File: src/design/rltc_map.svh
// register offsets, field positions, reset values and timing counts
`ifndef RLTC_MAP_SVH
`define RLTC_MAP_SVH

`define RLTC_OFS_CAL_LOW 8'h04
`define RLTC_OFS_CAL_HIGH_MISC 8'h05
`define RLTC_OFS_TX_WAIT 8'h06
`define RLTC_OFS_NO_REPLY 8'h07
`define RLTC_OFS_RX_IGNORE 8'h08
`define RLTC_OFS_RX_FILTER 8'h09
`define RLTC_OFS_RX_GAIN_MIX 8'h0a

`define RLTC_RST_CAL_HIGH_MISC 8'h05
`define RLTC_RST_TX_WAIT 8'h00
`define RLTC_RST_NO_REPLY 8'h07
`define RLTC_RST_RX_IGNORE 8'h07
`define RLTC_RST_RX_FILTER 8'h41
`define RLTC_RST_RX_GAIN_MIX 8'h01

// register 05 fields
`define RLTC_GAIN_DIR_BIT 7
`define RLTC_MIX_LOW_BIT 6
`define RLTC_IO_LOW_BIT 5
`define RLTC_OPEN_DRAIN_BIT 4
// register 09 fields
`define RLTC_BYP_HIGH_BIT 7
`define RLTC_BYP_LOW_BIT 6
// register 0a fields
`define RLTC_GAIN_STEP_HI 7
`define RLTC_GAIN_STEP_LO 6
`define RLTC_HYST_HI 5
`define RLTC_HYST_LO 3
`define RLTC_SINGLE_MIX_BIT 2
`define RLTC_BOOST_BIT 1
`define RLTC_ATTEN_BIT 0

// time steps in ns, system clock period in ns
`define RLTC_CLK_PERIOD_NS 8
`define RLTC_CAL_UNIT_NS 100
`define RLTC_FINE_STEP_NS 6400
`define RLTC_COARSE_STEP_NS 25600
// detected reply periods needed to cancel the no-reply event
`define RLTC_REPLY_PERIODS 6

`endif

File: src/design/rltc_pkg.sv
// types for the link timing and receive configuration block
`default_nettype none
package rltc_pkg;
    typedef enum logic [1:0] {
        RLTC_IDLE = 2'b00,
        RLTC_RUN = 2'b01
    } rltc_timer_state_t;
endpackage
`default_nettype wire

File: src/design/rltc_wait_timer.sv
// one wait timer counting time-base ticks after a start event
`default_nettype none
module rltc_wait_timer #(
    parameter int WIDTH = 8
) (
    input wire logic clk,
    input wire logic rst_b,
    input wire logic start,
    input wire logic cancel,
    input wire logic tick,
    input wire logic [WIDTH-1:0] length,
    output logic busy,
    output logic expire
);
    rltc_pkg::rltc_timer_state_t state;
    logic [WIDTH-1:0] remain;

    initial begin
        if (WIDTH < 1) begin
            $error("rltc_wait_timer: WIDTH must be at least one");
        end
    end

    // restart wins over cancel so a fresh start is never lost
    always_ff @(posedge clk or negedge rst_b) begin
        if (!rst_b) begin
            state <= rltc_pkg::RLTC_IDLE;
            remain <= '0;
            expire <= 1'b0;
        end else begin
            expire <= 1'b0;
            if (start) begin
                remain <= length;
                state <= (length == '0) ? rltc_pkg::RLTC_IDLE
                                         : rltc_pkg::RLTC_RUN;
            end else if (cancel) begin
                state <= rltc_pkg::RLTC_IDLE;
            end else begin
                unique case (state)
                    rltc_pkg::RLTC_IDLE: begin
                    end
                    rltc_pkg::RLTC_RUN: begin
                        if (tick) begin
                            remain <= remain - 1'b1;
                            if (remain == WIDTH'(1)) begin
                                state <= rltc_pkg::RLTC_IDLE;
                                expire <= 1'b1;
                            end
                        end
                    end
                    default: state <= rltc_pkg::RLTC_IDLE;
                endcase
            end
        end
    end

    assign busy = (state == rltc_pkg::RLTC_RUN);
endmodule
`default_nettype wire

File: src/design/rltc_config.sv
// link timing and receive configuration registers 05 to 0a
`include "rltc_map.svh"
`default_nettype none
module rltc_config #(
    parameter int CLK_PERIOD_NS = `RLTC_CLK_PERIOD_NS,
    parameter int REPLY_PERIODS = `RLTC_REPLY_PERIODS
) (
    input wire logic clk,
    input wire logic rst_b,
    input wire logic chip_enable,
    // host register port
    input wire logic [7:0] reg_addr,
    input wire logic reg_write,
    input wire logic [7:0] reg_wdata,
    input wire logic reg_read,
    output logic [7:0] reg_rdata,
    output logic reg_rvalid,
    // low calibration byte held by the neighbouring register
    input wire logic [7:0] cal_low,
    // sequencing events
    input wire logic rx_end,
    input wire logic tx_end,
    input wire logic tx_request,
    input wire logic link_period_seen,
    // timing results
    output logic tx_go,
    output logic tx_hold,
    output logic rx_ignore,
    output logic no_reply_event,
    output logic [11:0] reverse_link_calibration,
    // pin and analog controls
    output logic open_drain_select,
    output logic io_low_resistance,
    output logic mixer_supply_low,
    output logic gain_increase,
    output logic [1:0] gain_step,
    output logic [2:0] hysteresis_step,
    output logic single_ended_mixer,
    output logic mixer_gain_boost,
    output logic mixer_input_attenuate,
    output logic bypass_high_link_filter,
    output logic bypass_low_link_filter,
    output logic [2:0] lowpass_select,
    output logic [2:0] highpass_select
);
    // fine step in clock cycles; coarse step is four fine steps
    localparam int FINE_CYCLES = `RLTC_FINE_STEP_NS / CLK_PERIOD_NS;
    localparam int COARSE_PER_FINE =
        `RLTC_COARSE_STEP_NS / `RLTC_FINE_STEP_NS;
    localparam int CAL_UNIT_CYCLES = `RLTC_CAL_UNIT_NS / CLK_PERIOD_NS;

    initial begin
        if (CLK_PERIOD_NS < 1 || FINE_CYCLES < 2 || FINE_CYCLES > 65535) begin
            $error("rltc_config: clock period unsuitable for tick divider");
        end
        if (REPLY_PERIODS < 1 || REPLY_PERIODS > 15) begin
            $error("rltc_config: REPLY_PERIODS must be 1 to 15");
        end
    end

    // ==========================================================
    // registers
    logic [7:0] cal_high_misc;
    logic [7:0] tx_wait;
    logic [7:0] no_reply;
    logic [7:0] rx_ignore_len;
    logic [7:0] rx_filter;
    logic [7:0] rx_gain_mix;

    // read decode used for data only; valid follows every read strobe
    function automatic logic mapped(input logic [7:0] a);
        mapped = (a >= `RLTC_OFS_CAL_HIGH_MISC) &&
                 (a <= `RLTC_OFS_RX_GAIN_MIX);
    endfunction

    // chip enable low acts as a preset, same as power-on
    always_ff @(posedge clk or negedge rst_b) begin
        if (!rst_b) begin
            cal_high_misc <= `RLTC_RST_CAL_HIGH_MISC;
            tx_wait <= `RLTC_RST_TX_WAIT;
            no_reply <= `RLTC_RST_NO_REPLY;
            rx_ignore_len <= `RLTC_RST_RX_IGNORE;
            rx_filter <= `RLTC_RST_RX_FILTER;
            rx_gain_mix <= `RLTC_RST_RX_GAIN_MIX;
        end else if (!chip_enable) begin
            cal_high_misc <= `RLTC_RST_CAL_HIGH_MISC;
            tx_wait <= `RLTC_RST_TX_WAIT;
            no_reply <= `RLTC_RST_NO_REPLY;
            rx_ignore_len <= `RLTC_RST_RX_IGNORE;
            rx_filter <= `RLTC_RST_RX_FILTER;
            rx_gain_mix <= `RLTC_RST_RX_GAIN_MIX;
        end else if (reg_write) begin
            unique case (reg_addr)
                `RLTC_OFS_CAL_HIGH_MISC: cal_high_misc <= reg_wdata;
                `RLTC_OFS_TX_WAIT: tx_wait <= reg_wdata;
                `RLTC_OFS_NO_REPLY: no_reply <= reg_wdata;
                `RLTC_OFS_RX_IGNORE: rx_ignore_len <= reg_wdata;
                `RLTC_OFS_RX_FILTER: rx_filter <= reg_wdata;
                `RLTC_OFS_RX_GAIN_MIX: rx_gain_mix <= reg_wdata;
                default: begin
                end
            endcase
        end
    end

    // read answer one cycle after the strobe; unmapped reads as zero
    always_ff @(posedge clk or negedge rst_b) begin
        if (!rst_b) begin
            reg_rdata <= 8'h00;
            reg_rvalid <= 1'b0;
        end else begin
            reg_rvalid <= reg_read;
            if (reg_read && mapped(reg_addr)) begin
                unique case (reg_addr)
                    `RLTC_OFS_CAL_HIGH_MISC: reg_rdata <= cal_high_misc;
                    `RLTC_OFS_TX_WAIT: reg_rdata <= tx_wait;
                    `RLTC_OFS_NO_REPLY: reg_rdata <= no_reply;
                    `RLTC_OFS_RX_IGNORE: reg_rdata <= rx_ignore_len;
                    `RLTC_OFS_RX_FILTER: reg_rdata <= rx_filter;
                    `RLTC_OFS_RX_GAIN_MIX: reg_rdata <= rx_gain_mix;
                    default: reg_rdata <= 8'h00;
                endcase
            end else if (reg_read) begin
                reg_rdata <= 8'h00;
            end
        end
    end

    // ==========================================================
    // configuration outputs, all registered
    always_ff @(posedge clk or negedge rst_b) begin
        if (!rst_b) begin
            reverse_link_calibration <= 12'h000;
            gain_increase <= 1'b0;
            mixer_supply_low <= 1'b0;
            io_low_resistance <= 1'b0;
            open_drain_select <= 1'b0;
            gain_step <= 2'h0;
            hysteresis_step <= 3'h0;
            single_ended_mixer <= 1'b0;
            mixer_gain_boost <= 1'b0;
            mixer_input_attenuate <= 1'b0;
            bypass_high_link_filter <= 1'b0;
            bypass_low_link_filter <= 1'b0;
            lowpass_select <= 3'h0;
            highpass_select <= 3'h0;
        end else begin
            // twelve bits in 0.1 us units, high nibble here
            reverse_link_calibration <= {cal_high_misc[3:0], cal_low};
            gain_increase <= cal_high_misc[`RLTC_GAIN_DIR_BIT];
            mixer_supply_low <= cal_high_misc[`RLTC_MIX_LOW_BIT];
            io_low_resistance <= cal_high_misc[`RLTC_IO_LOW_BIT];
            open_drain_select <= cal_high_misc[`RLTC_OPEN_DRAIN_BIT];
            gain_step <= rx_gain_mix[`RLTC_GAIN_STEP_HI:`RLTC_GAIN_STEP_LO];
            hysteresis_step <= rx_gain_mix[`RLTC_HYST_HI:`RLTC_HYST_LO];
            single_ended_mixer <= rx_gain_mix[`RLTC_SINGLE_MIX_BIT];
            mixer_gain_boost <= rx_gain_mix[`RLTC_BOOST_BIT];
            mixer_input_attenuate <= rx_gain_mix[`RLTC_ATTEN_BIT];
            bypass_high_link_filter <= rx_filter[`RLTC_BYP_HIGH_BIT];
            bypass_low_link_filter <= rx_filter[`RLTC_BYP_LOW_BIT];
            lowpass_select <= rx_filter[5:3];
            highpass_select <= rx_filter[2:0];
        end
    end

    // ==========================================================
    // shared time base: fine tick every 6.4 us, coarse every 25.6 us
    logic [15:0] fine_div;
    logic [1:0] coarse_div;
    logic fine_tick;
    logic coarse_tick;

    // ticks are free running, so first step may be short by one tick
    always_ff @(posedge clk or negedge rst_b) begin
        if (!rst_b) begin
            fine_div <= 16'h0000;
            coarse_div <= 2'h0;
            fine_tick <= 1'b0;
            coarse_tick <= 1'b0;
        end else begin
            fine_tick <= 1'b0;
            coarse_tick <= 1'b0;
            if (fine_div == 16'(FINE_CYCLES - 1)) begin
                fine_div <= 16'h0000;
                fine_tick <= 1'b1;
                if (coarse_div == 2'(COARSE_PER_FINE - 1)) begin
                    coarse_div <= 2'h0;
                    coarse_tick <= 1'b1;
                end else begin
                    coarse_div <= coarse_div + 2'h1;
                end
            end else begin
                fine_div <= fine_div + 16'h0001;
            end
        end
    end

    // ==========================================================
    // reply detection: count link periods seen after transmit
    logic [3:0] reply_count;
    logic reply_found;

    always_ff @(posedge clk or negedge rst_b) begin
        if (!rst_b) begin
            reply_count <= 4'h0;
            reply_found <= 1'b0;
        end else if (tx_end) begin
            reply_count <= 4'h0;
            reply_found <= 1'b0;
        end else if (link_period_seen && !reply_found) begin
            if (reply_count == 4'(REPLY_PERIODS - 1)) begin
                reply_found <= 1'b1;
            end
            reply_count <= reply_count + 4'h1;
        end
    end

    // ==========================================================
    // the three wait timers
    logic tx_busy, tx_done;
    logic nr_busy, nr_done;
    logic ig_busy;

    rltc_wait_timer #(.WIDTH(8)) u_tx_timer (
        .clk(clk),
        .rst_b(rst_b),
        .start(rx_end),
        .cancel(!chip_enable),
        .tick(fine_tick),
        .length(tx_wait),
        .busy(tx_busy),
        .expire(tx_done)
    );

    rltc_wait_timer #(.WIDTH(8)) u_no_reply_timer (
        .clk(clk),
        .rst_b(rst_b),
        .start(tx_end),
        .cancel(reply_found || !chip_enable),
        .tick(coarse_tick),
        .length(no_reply),
        .busy(nr_busy),
        .expire(nr_done)
    );

    rltc_wait_timer #(.WIDTH(8)) u_ignore_timer (
        .clk(clk),
        .rst_b(rst_b),
        .start(tx_end),
        .cancel(!chip_enable),
        .tick(fine_tick),
        .length(rx_ignore_len),
        .busy(ig_busy),
        .expire()
    );

    // ==========================================================
    // sequencing outputs; a pending transmit request waits for the timer
    logic tx_pending;

    always_ff @(posedge clk or negedge rst_b) begin
        if (!rst_b) begin
            tx_pending <= 1'b0;
            tx_go <= 1'b0;
            tx_hold <= 1'b0;
            rx_ignore <= 1'b0;
            no_reply_event <= 1'b0;
        end else begin
            tx_go <= 1'b0;
            no_reply_event <= nr_done && !reply_found;
            rx_ignore <= ig_busy || (tx_end && rx_ignore_len != 8'h00);
            tx_hold <= tx_busy;
            if (tx_request && !tx_busy && !rx_end) begin
                tx_go <= 1'b1;
                tx_pending <= 1'b0;
            end else if (tx_request) begin
                tx_pending <= 1'b1;
            end else if (tx_pending && (tx_done || !tx_busy)) begin
                tx_go <= 1'b1;
                tx_pending <= 1'b0;
            end
        end
    end
endmodule
`default_nettype wire

File: config.mk
export PLATFORM = sky130hd
export DESIGN_NAME = rltc_config
export DESIGN_NICKNAME = d
export VERILOG_FILES = /design/src/design/rltc_pkg.sv /design/src/design/rltc_wait_timer.sv /design/src/design/rltc_config.sv
export VERILOG_INCLUDE_DIRS = /design/src /design/src/design
export SDC_FILE = /design/constraint.sdc
export NUM_CORES = 1
export LEC_CHECK = 0
export BUFFER_PORTS_ARGS = -buffer_cell sky130_fd_sc_hd__buf_2
export CAP_MARGIN = 20
export CORE_MARGIN = 8
export CORE_UTILIZATION = 55
export CTS_BUF_LIST = sky130_fd_sc_hd__clkbuf_2
export CTS_CLUSTER_SIZE = 20
export DETAILED_ROUTE_END_ITERATION = 8
export GPL_TIMING_DRIVEN = 0
export PLACE_DENSITY_LB_ADDON = 0.3
export REMOVE_ABC_BUFFERS = 1
export SYNTH_ARGS = -nofsm -noshare
export SYNTH_HDL_FRONTEND = slang
export SYNTH_HIERARCHICAL = 1
export SYNTH_SLANG_ARGS = --single-unit
File: constraint.sdc
create_clock -name clk -period 1.9 [get_ports clk]
set_input_delay 0.095 -clock clk [delete_from_list [all_inputs] [get_ports clk]]
set_output_delay 0.095 -clock clk [all_outputs]
set_load 0.03 [all_outputs]
After elaboration in Yosys (flattened, before gate mapping)
Cells that the tools add are included.
- register bits after elaboration: 151
- bits in latches: 0
- logic and storage cells: 205
- memories kept: 0
- output and inout port bits: 45
- memory bits (writable): 0
- bits in read-only memories: 0
- $add $sub $neg: 6
- shift operators: 0
- div/mod/pow operators: 0
- muxes and demuxes: 77
- $mul: 0
- bitwise gates (word level): 0
- order comparisons: 2
- reduce and logical (&&, ||, !) cells: 47
- eq/ne operators: 32
- operators with widths (kind ; number):
    two-way mux 8 bit ; 32
    case mux 8 bit (6 select lines) ; 1
    two-way mux 2 bit ; 13
    two-way mux 1 bit ; 25
    == test 8 x 1 -> 1 bit (second input constant) ; 3
    == test 8 x 3 -> 1 bit (second input constant) ; 3
    == test 8 x 4 -> 1 bit (second input constant) ; 3
    zero test 8 bit ; 3
    subtractor 8 x 1 -> 8 bit (second input constant) ; 3
    nonzero test 2 bit ; 11
    AND reduction 3 bit ; 6
    adder 16 x 1 -> 16 bit (second input constant) ; 1
    == test 16 x 10 -> 1 bit (second input constant) ; 1
    two-way mux 16 bit ; 1
    != test 2 x 1 -> 1 bit (second input constant) ; 7
    AND reduction 2 bit ; 7
    != test 4 x 3 -> 1 bit (second input constant) ; 3
    case mux 2 bit (2 select lines) ; 3
    greater-or-equal comparator 8 x 3 -> 1 bit (second input constant) ; 1
    <= comparator 8 x 4 -> 1 bit (second input constant) ; 1
    logical AND 1 bit ; 8
    two-way mux 4 bit ; 2
    != test 4 bit (second input constant) ; 2
    nonzero test 8 bit ; 1
    13 further kinds ; 23

Logic depth before layout (Yosys ltp)
Gate-level depths: netlist of run 1.
- word-level depth: 7
- gate-level depth with buffers: 7

Hierarchy
The synthesis of run 1 kept the hierarchy.
- modules (own cells, without submodules) (module ; area an instance (um2) ; sequential area each (um2) ; instances ; cells an instance):
    rltc_config ; 4921.0 ; 2991.6 ; 1 ; 389
    rltc_wait_timer at u_ignore_timer ... ; 604.3 ; 250.2 ; 2 ; 65
    rltc_wait_timer at u_tx_timer ; 605.6 ; 250.2 ; 1 ; 64

Worst setup path before layout of run 1
OpenSTA, ideal clock, no wires.
- kind: input-to-reg
- start point: in reg_addr[6]
- end point: reg cal_high_misc[7]
- buffers on the path: 2
- data required time: 1.768 ns
- stages: 6
- setup slack: 0.140 ns
- arrival time: 1.629 ns
- cell sequence: or4_4 -> buf_6 -> or4_1 -> buf_4 -> mux2i_1 -> nor2_1
- cells in the longest elaborated chain, start to end: 3
- RTL lines (item ; line ; text):
    start: declaration ; rltc_config.sv:12 ; input wire logic [7:0] reg_addr,
    == test 8 x 3 -> 1 bit ; rltc_config.sv:93 ; unique case (reg_addr)
    != test 2 x 1 -> 1 bit (no line) ; - ;
    AND reduction 2 bit (no line) ; - ;
    end signal: assignment ; rltc_config.sv:79 ; cal_high_misc <= `RLTC_RST_CAL_HIGH_MISC;
    end signal: assignment ; rltc_config.sv:86 ; cal_high_misc <= `RLTC_RST_CAL_HIGH_MISC;
    end signal: assignment ; rltc_config.sv:94 ; `RLTC_OFS_CAL_HIGH_MISC: cal_high_misc <= reg_wdata;
    end: declaration ; rltc_config.sv:63 ; logic [7:0] cal_high_misc;
Every way passes these cells.
A chain may end at the register's enable or synchronous reset.

Final worst setup path of run 1
- start point: in reg_addr[6]
- end point: reg rx_gain_mix[6]
- cells in the longest elaborated chain, start to end: 3
- RTL lines (item ; line ; text):
    == test 8 x 4 -> 1 bit ; rltc_config.sv:93 ;
    != test 2 x 1 -> 1 bit (no line) ; - ;
    AND reduction 2 bit (no line) ; - ;
    end signal: assignment ; rltc_config.sv:84 ; rx_gain_mix <= `RLTC_RST_RX_GAIN_MIX;
    end signal: assignment ; rltc_config.sv:91 ; rx_gain_mix <= `RLTC_RST_RX_GAIN_MIX;
    end signal: assignment ; rltc_config.sv:99 ; `RLTC_OFS_RX_GAIN_MIX: rx_gain_mix <= reg_wdata;
    end: declaration ; rltc_config.sv:68 ; logic [7:0] rx_gain_mix;
Every way passes these cells.

==> key figures, run 1 <==
Worst hold path
  – Min-delay worst type: in2reg

Clocking
  – Clk_lat worst skew: 0.72 ns
  – CTS tree: yes
  – CTS max path bufs: 2
  – H-tree levels: 4
  – Clk sinks: about 150
  – CTS Buf Count: 17
  – Clk slew on worst S/H paths: 0.22 ns
  – Root Buffer: clkbuf_2

Global routing
  – GRT Total Usage: 0.199
  – Congestion Overflow GR: 0
  – Vias in the first global route: 5223
  – Initial antenna violation count: 0
  – Pin count of the biggest net entering global routing: 85
  – First-pass GRT wire length: 25.6 mm

Layout
  – Non-filler cells in the finished layout: 898
  – Most common cell after layout, fill and taps aside: dfrtp_1
  – Core Util, Final: 0.688
  – Final nets: about 800
  – # diodes: 0
  – Share of layout cells above drive strength 1: 0.220
  – Area delta synth->final: 22.9%
  – Leading cell types in the layout, fill and taps excluded: dfrtp_1, buf_2, nor2_1

Timing
  – Crit path time final: between 1.5 and 2 ns
  – Setup Viol. Count Final: 2
  – Worst slew pin tran: 0.745 ns
  – Skew final: 0.0274 ns
  – Final-report hold violation count: 0
  – Final period utilization: 1.02
  – Final Max Tran Viols: 0
  – Max transition margin: 0.500
  – Worst Slack Setup Final: -0.0362 ns
  – Setup TNS Final: -0.0635 ns
  – Fmax achieved: 516 MHz

Routing
  – Vias after detailed routing: 5205
  – Post-DR vias/cell: 5.80
  – First drt pass iteration count: 7
  – DRT iter0 DRCs: 444
  – Routed wire length: 15.8 mm
  – WL/cell: approximately 18 µm
  – DRT antenna net count: 0
  – Post-route DRC: 0

Floorplanning
  – Std-Cell Rows: 40
  – Initial Util: 0.560
  – Die ar.: 16000 µm²
  – Die height: about 130 µm
  – Core area: 12000 µm²
  – I/O pins: 78
  – Die span in x: 126 µm

Worst setup path
  – Critical Path AT: 2.57 ns
  – Critical Path RT: 2.53 ns
  – Worst Setup Path Type: in2reg
  – Crit path launch type: input pin
  – Worst-path fanout max: 9
  – Crit. End Element: flop

Power and ir drop
  – Max VDD drop: 550 µV
  – Static leakage: 3.73 nW
  – PwrDens: 642 nW/µm²

Placement
  – Dpl cells: 786
  – Post-detail-place hpwl: 10.3 mm
  – Routability congestion estimate: 0.858
  – Input/output buffers: 77

Status
  – Status: finished with violations
  – Failing checks: negative setup slack

Yosys
  – Synthesized area per cell: 11.6 µm²
  – Yosys warnings: 6
  – Mapped Cells: 580
  – Mapped cell area: 6700 µm²

Run
  – Max Cap Viol: 0
-- worst max-delay path: stages --
cell and delay, ns:
buf_2 0.10, or4_4 0.64, nor4_4 0.71, dlygate4sd3_1 0.74
mux2i_1 0.22, nor2_1 0.06
-- state kept, by name (all words and copies together) (netlist names), 2 cells and up --
name	cells
reply_count	4
u_ignore_timer/remain	8
u_tx_timer/remain	8
tx_wait	8
reverse_link_calibration	12
rx_ignore_len	8
coarse_div	2
lowpass_select	3
reg_rdata	8
rx_gain_mix	8
highpass_select	3
no_reply	8
rx_filter	8
hysteresis_step	3
fine_div	16
cal_high_misc	8
u_no_reply_timer/remain	8
gain_step	2
-- power breakdown --
part | internal, mW | switching [mW]
clock | 0.375 | 1.22
combinational | 0.178 | 0.276
sequential | 3.20 | 0.0408
total | 3.75 | 1.53
-- worst paths after layout --
kind                         startpoint                       end  slack, ns  cells after the start
max                         reg_addr[6]            rx_gain_mix[6]      -0.04                      6
max in group asynchronous         rst_b          cal_high_misc[2]       0.57                      4
min in group asynchronous         rst_b  u_ignore_timer/remain[2]       0.50                      3
min                         reg_addr[1]              reg_rdata[7]       0.10                      4
min reg2reg                rx_filter[7]   bypass_high_link_filter       0.43                      0
max reg2reg                  tx_wait[4]              reg_rdata[4]       0.06                      5
-- through the flow --
stage | hold slack [ns] | power, mW | setup slack, ns | area [µm²]
detailed placement | 0.196 | 3.68 | -0.365 | 7230
finish | 0.103 | 5.29 | -0.0362 | 8230
CTS | -0.0231 | 5.34 | 0.0297 | 8140
floorplan | -0.201 | 3.46 | 0.0334 | 6600
global placement | 0.203 | 3.65 | -1.28 | 7170
global route | 0.0876 | 5.51 | -0.00196 | 8230
-- final cells by class --
cell class,instances,area [µm²]
Clock inverter,15,124
Timing Repair Buffer,159,1220
Tap cell,147,184
Multi-Input combinational cell,392,2820
Fill cell,864,3730
Clock buffer,17,85.1
Inverter,20,75.1
Sequential cell,148,3720
-- per-layer routing --
| layer | global-route usage | part of all wire |
|---|---|---|
| met5 | 0 | 0 |
| met3 | 0.0587 | 0.063 |
| met1 | 0.249 | 0.43 |
| met4 | 0.0630 | 0.015 |
| met2 | 0.325 | 0.49 |
-- timing repair --
item | in CTS | in global routing
endpoints found under the hold margin | 234 | 0
hold buffers | 70 | 0
setup endpoints to repair | 0 | 17
resized for setup | 0 | 3
setup buffers | 0 | 10
Note: power is estimated with default switching activity, not from simulation.
==> inputs of run 2 (changes only) <==
--- a/config.mk
+++ b/config.mk
@@ -18,5 +18,4 @@
 export REMOVE_ABC_BUFFERS = 1
 export SYNTH_ARGS = -nofsm -noshare
 export SYNTH_HDL_FRONTEND = slang
-export SYNTH_HIERARCHICAL = 1
 export SYNTH_SLANG_ARGS = --single-unit
==> key figures, run 2 <==
Status
  – Status: completed

Yosys
  – Synth top area share: 0.519
  – Mapped Cells: 572
  – Synthesized area per cell: 11.5 µm²
  – Mapped cell area: 6600 µm²
  – Count leader, synth: dfrtp_1
  – Yosys warnings: 0
  – EDFF count, synth: 0
  – Sequential fraction of the synthesis area: 0.563
  – Yosys reg bits: 148
  – Distinct cells, synth: 47
  – Area contributors post-synth: dfrtp_1, mux2i_1, dfstp_2
  – Asr flop ratio synth: 1.00
  – Dominant cell type by area after synthesis: dfrtp_1
  – Most used DFF post-synth: dfrtp_1
  – Synth top cells by count: dfrtp_1, mux2i_1, nand2_1, nor2b_1, nor2_1

Power and ir drop
  – Sequential power share: 0.620
  – Sw Share: 0.268
  – Combinational Power Share: 0.080
  – Max VDD drop: between 300 and 400 µV
  – Sw Pwr: 1.39 mW
  – Clock share of power: 0.301
  – Cell internal pwr: 3.80 mW
  – Static leakage: around 3.5 nW
  – PwrDens: ~670 nW/µm²

Timing
  – Final-report hold violation count: 0
  – Max transition margin: 0.578
  – Crit path time final: 1.75 ns
  – Worst slew pin tran: 0.631 ns
  – Final Max Tran Viols: 0
  – Final period utilization: 0.920
  – RSZ-0062 raised after global routing: false
  – Skew final: 0.0197 ns
  – Setup Viol. Count Final: 0
  – Setup TNS Final: 0 ns
  – Hold WS: 0.0841 ns
  – Fmax achieved: roughly 570 MHz

Worst setup path
  – Worst path slowest cell: or4_4
  – Critical Path AT: 2.37 ns
  – Critical Path RT: about 2.5 ns
  – Crit path launch type: input pin
  – Worst Setup Path Type: in2reg
  – CP max stage delay: 0.62 ns
  – CP Cell Sequence: dlygate4sd3_1 -> buf_2 -> or4_4 -> nor3_4 -> mux2i_1 -> nor2b_1
  – Crit. End Element: flop
  – Worst-path fanout max: 8

Clocking
  – Clk_lat worst skew: just over 0.7 ns
  – CTS tree: yes
  – H-tree levels: 4
  – Root Buffer: clkbuf_2
  – Clk sinks: 148
  – CTS max path bufs: 2
  – CTS Buf Count: 17
  – Clk slew on worst S/H paths: ~0.21 ns

Global routing
  – Vias in the first global route: 4850
  – Pin count of the biggest net entering global routing: 105
  – First-pass GRT wire length: 24.8 mm
  – GRT Total Usage: 0.197
  – Congestion Overflow GR: 0
  – Initial antenna violation count: 0

Floorplanning
  – Die span in x: 126 µm
  – Core area: around 12000 µm²
  – Std-Cell Rows: 40
  – Die height: 126 µm
  – I/O pins: a little under 80
  – Die ar.: about 16000 µm²
  – Initial Util: 0.556

Placement
  – Input/output buffers: 77
  – Routability congestion estimate: 0.788
  – Placed cell area: a little over 7000 µm²
  – Post-detail-place hpwl: 9.71 mm

Layout
  – Final nets: 732
  – Leading cell types in the layout, fill and taps excluded: dfrtp_1, buf_2, mux2i_1
  – Max FFs per register: 16
  – Most common cell after layout, fill and taps aside: dfrtp_1
  – Top reg by flops: fine_div
  – Share of layout cells above drive strength 1: 0.197
  – Final Instance Area: just under 8000 µm²
  – Core Util, Final: 0.653
  – Regs by FF count: fine_div (16), reverse_link_calibration (12)
  – Area delta synth->final: 17.3%

Routing
  – Routed wire length: between 10 and 15 mm
  – DRT iter0 DRCs: ~460
  – DRT antenna net count: 0
  – Post-route DRC: 0
  – Vias after detailed routing: 4784
  – First drt pass iteration count: 7
  – WL/cell: 17.6 µm
  – Post-DR vias/cell: 5.63

Run
  – Max Cap Viol: 0

Worst hold path
  – Min-delay worst type: in2reg
[run 2: final timing paths]
| path | start | to | slack [ns] | cells past startpoint |
|---|---|---|---|---|
| max in group asynchronous | rst_b | cal_high_misc[2] | 0.95 | 4 |
| setup / recovery | reg_addr[6] | rx_gain_mix[3] | 0.15 | 6 |
| min in group asynchronous | rst_b | rx_gain_mix[0] | 0.43 | 3 |
| hold reg to reg | rx_gain_mix[0] | mixer_input_attenuate | 0.43 | 0 |
| setup reg to reg | fine_div[2] | fine_div[15] | 0.22 | 4 |
| hold / removal | reg_addr[2] | no_reply[0] | 0.08 | 5 |
[run 2: cells by family after synthesis]
| logic type | synth area share |
|---|---|
| compound gates | 0.0717 |
| xor+xnor | 0.0504 |
| fa+ha+maj | 0.0190 |
| buf+inv | 0.0271 |
| flops | 0.563 |
| mux | 0.104 |
| simple gates | 0.165 |
[run 2: repair_timing]
| item | CTS | global route |
|---|---|---|
| buffers inserted | 0 | 1 |
| hold endpoints to repair | 240 | 0 |
| resized for setup | 0 | 3 |
| hold buffers | 42 | 0 |
| setup endpoints to repair | 0 | 5 |
[run 2: worst max-delay path: cells and delay by family]
kind / cells / cell delay (ns)
mux: 1 / 0.29
simple gates: 3 / 1.28
buf+inv: 2 / 0.70
[run 2: routing by layer]
layer / part of all wire / vias to the layer above / global-route usage / wire length (µm)
met5: 0 / - / 0 / 0
met4: 0.021 / 0 / 0.0788 / 308
met3: 0.044 / 30 / 0.0523 / 660
met2: 0.49 / 107 / 0.314 / 7360
met1: 0.44 / 2411 / 0.249 / 6630
li1: - / 2236 / - / -
[run 2: area by class of cell]
class	instances	area, µm²
sequential	148	3720
tap	147	184
multi-input combinational	381	2720
clock buffer	19	95.1
timing repair buffer	121	860
inverter	20	75.1
antenna	1	2.50
fill	929	4120
clock inverter	13	93.8
[run 2: power by group through the flow]
stage,Clock [mW],Sequential [mW],Combinational (mW)
detailed placement,0,3.27,0.344
global placement,0,3.27,0.324
global route,1.72,3.22,0.455
finish,1.56,3.21,0.413
floorplan,0,3.29,0.103
CTS,1.60,3.21,0.415
[run 2: through the flow]
stage,setup slack [ns],power (mW),cells
2_1_floorplan,0.274,3.40,549
3_3_place_gp,-1.27,3.59,773
3_5_place_dp,-0.258,3.61,774
4_1_cts,0.0187,5.23,848
5_1_grt,0.0800,5.39,849
6_report,0.152,5.19,850
==> inputs of run 3 (changes only) <==
--- a/config.mk
+++ b/config.mk
@@ -6,6 +6,7 @@
 export SDC_FILE = /design/constraint.sdc
 export NUM_CORES = 1
 export LEC_CHECK = 0
+export ABC_AREA = 1
 export BUFFER_PORTS_ARGS = -buffer_cell sky130_fd_sc_hd__buf_2
 export CAP_MARGIN = 20
 export CORE_MARGIN = 8
==> key figures, run 3 <==
Layout
  – Non-filler cells in the finished layout: 1107
  – Core Util, Final: 0.678
  – Share of layout cells above drive strength 1: 0.200
  – Final Instance Area: 8450 µm²
  – Leading cell types in the layout, fill and taps excluded: nand2_1, dfrtp_1, inv_1
  – Area delta synth->final: 21.5%
  – Top reg by flops: fine_div
  – Most common cell after layout, fill and taps aside: nand2_1
  – Final nets: about 970
  – # diodes: 0
  – Fill cells: 973
  – Max FFs per register: 16
  – Regs by FF count: fine_div (16), reverse_link_calibration (12)

Placement
  – Input/output buffers: 77
  – Dpl cells: 1004
  – Routability congestion estimate: 0.889
  – Placed cell area: between 7000 and 8000 µm²
  – Pre-CTS setup slack: 0.0554 ns
  – Post-detail-place hpwl: between 10 and 15 mm

Worst setup path
  – Worst Setup Path Type: in2reg
  – Top cell by count, worst path: dlygate4sd3_1
  – CP max stage delay: 0.58 ns
  – Crit. End Element: flop
  – Worst-path fanout max: 7
  – Critical Path AT: 2.60 ns
  – Critical Path RT: 2.58 ns
  – CP Cell Sequence: buf_2 -> dlygate4sd3_1 -> inv_2 -> nand2_4 -> nor2_4 -> nand3_2 -> nand2_2 -> o21ai_1 -> dlygate4sd3_1 -> nand2_1 -> dlygate4sd3_1
  – Worst path slowest cell: dlygate4sd3_1
  – WP buf/inv: 5
  – Crit path launch type: input pin
  – Delay-heaviest family, CP: buffers and inverters

Yosys
  – Mapped cell area: about 7000 µm²
  – Asr flop ratio synth: 1.00
  – Yosys warnings: 0
  – Simple-Gate Fraction of Synth Area: 0.241
  – Distinct cells, synth: 41
  – Mapped Cells: 772
  – Compound-Gate Fraction of Synth Area: 0.110
  – Adder-cell share of the synthesized area: 0.0180
  – Post-synthesis mux area share: 0
  – Area contributors post-synth: dfrtp_1, nand2_1, nand3_1
  – Yosys reg bits: between 100 and 150
  – Sequential fraction of the synthesis area: 0.534
  – EDFF count, synth: 0
  – Most used DFF post-synth: dfrtp_1
  – Post-Synth XOR/XNOR Area: 0.0189
  – Dominant cell type by area after synthesis: dfrtp_1
  – Main combinational cell family by area after synthesis: simple AND/OR/NAND/NOR gates
  – Synth top cells by count: nand2_1, dfrtp_1, inv_1, nand3_1, nor2_1
  – Synth top area share: 0.493
  – Count leader, synth: nand2_1
  – Synthesized area per cell: 9.01 µm²

Routing
  – Routed wire length: 17.5 mm
  – Post-DR vias/cell: 5.45
  – DRT iter0 DRCs: 615
  – First drt pass iteration count: 6
  – WL/cell: 15.8 µm
  – Vias after detailed routing: 6032
  – Post-route DRC: 0
  – DRT antenna net count: 0

Timing
  – Worst Slack Setup Final: -0.0204 ns
  – Final period utilization: 1.01
  – Hold WS: about 0.087 ns
  – Skew final: 0.0327 ns
  – Worst slew pin tran: 0.849 ns
  – Setup Viol. Count Final: 2
  – Final Max Tran Viols: 0
  – Setup TNS Final: -0.0261 ns
  – Final-report hold violation count: 0
  – Max transition margin: 0.432
  – Fmax achieved: 521 MHz
  – Crit path time final: 1.92 ns

Clocking
  – Clk sinks: between 100 and 150
  – Root Buffer: clkbuf_2
  – Clk slew on worst S/H paths: 0.21 ns
  – H-tree levels: 4
  – Clk_lat worst skew: ~0.74 ns
  – CTS Buf Count: 17
  – CTS max path bufs: 2
  – CTS tree: yes

Worst hold path
  – Min-delay worst type: in2reg

Run
  – Max Cap Viol: 0

Global routing
  – Congestion Overflow GR: 0
  – Initial antenna violation count: 1
  – Vias in the first global route: a little under 6000
  – GRT Total Usage: 0.220
  – Pin count of the biggest net entering global routing: 102
  – First-pass GRT wire length: 28.5 mm

Floorplanning
  – Std-Cell Rows: 41
  – Core area: 12500 µm²
  – Die height: 128 µm
  – Die span in x: roughly 130 µm
  – Initial Util: 0.558
  – Die ar.: 16500 µm²
  – I/O pins: 78

Status
  – Failing checks: negative setup slack
  – Status: finished with violations

Power and ir drop
  – Static leakage: 4.15 nW
  – PwrDens: 747 nW/µm²
  – Tot Pwr: roughly 6.3 mW
  – Max VDD drop: 647 µV
[run 3: changes by cell type after synthesis, moves of 23 or more]
cell,previous run,this run
nand2_1,49,161
nand3_1,11,85
inv_1,20,90
mux2i_1,57,0
nor2b_1,43,0
nor2_1,29,65
o21ai_1,0,23
[run 3: path summary, 6_finish.rpt]
check,slack [ns],cells after the start,endpoint,from
max reg2reg,0.20,6,reply_found,reply_found
min reg2reg,0.43,0,reverse_link_calibration[11],cal_high_misc[3]
min in group asynchronous,0.41,4,u_tx_timer.remain[7],rst_b
max,-0.02,11,rx_filter[6],reg_addr[2]
min,0.09,10,reg_rdata[6],reg_addr[7]
max in group asynchronous,0.99,4,rx_filter[6],rst_b
[run 3: metal layers]
metal	share of wire	track usage	wire length, µm	vias up
li1	-	-	-	2825
met3	0.074	0.0501	1290	50
met5	0.00069	0	12	-
met1	0.41	0.281	7160	2885
met4	0.028	0.100	488	2
met2	0.49	0.350	8520	270
[run 3: cell families (layout without fill, tap and decap cells)]
logic type      after synthesis  in the layout
simple gates                366            366
flops                       148            148
buf+inv                     121            284
compound gates              112            112
xor+xnor                     15             15
fa+ha+maj                    10             10
[run 3: repair_timing]
action                                 CTS  global route
endpoints found under the hold margin  234             0
buffers inserted                         0             2
hold buffers                            69             0
gates resized for setup                  0             4
setup endpoints to repair                0            10
[run 3: worst reg2reg max path: stages (launching register included)]
cell and delay, ns:
dfrtp_1 0.47, nor2_1 0.28, inv_1 0.07, nand2_1 0.07, nand4_1 0.08, a21oi_1 0.13
dlygate4sd3_1 0.55
[run 3: power by group]
| part | internal [mW] | switching, mW |
|---|---|---|
| sequential | 3.33 | 0.111 |
| clock | 0.876 | 1.13 |
| combinational | 0.316 | 0.560 |
[run 3: layout make-up]
type	instances	area (µm²)	share of cell area
clock buffers	19	95.1	0.0112
clock inverters	13	183	0.0216
inverters	103	387	0.0457
multi-input cells	503	2710	0.321
flip-flops and latches	148	3720	0.440
well taps	172	215	0.0255
repair buffers	149	1140	0.135
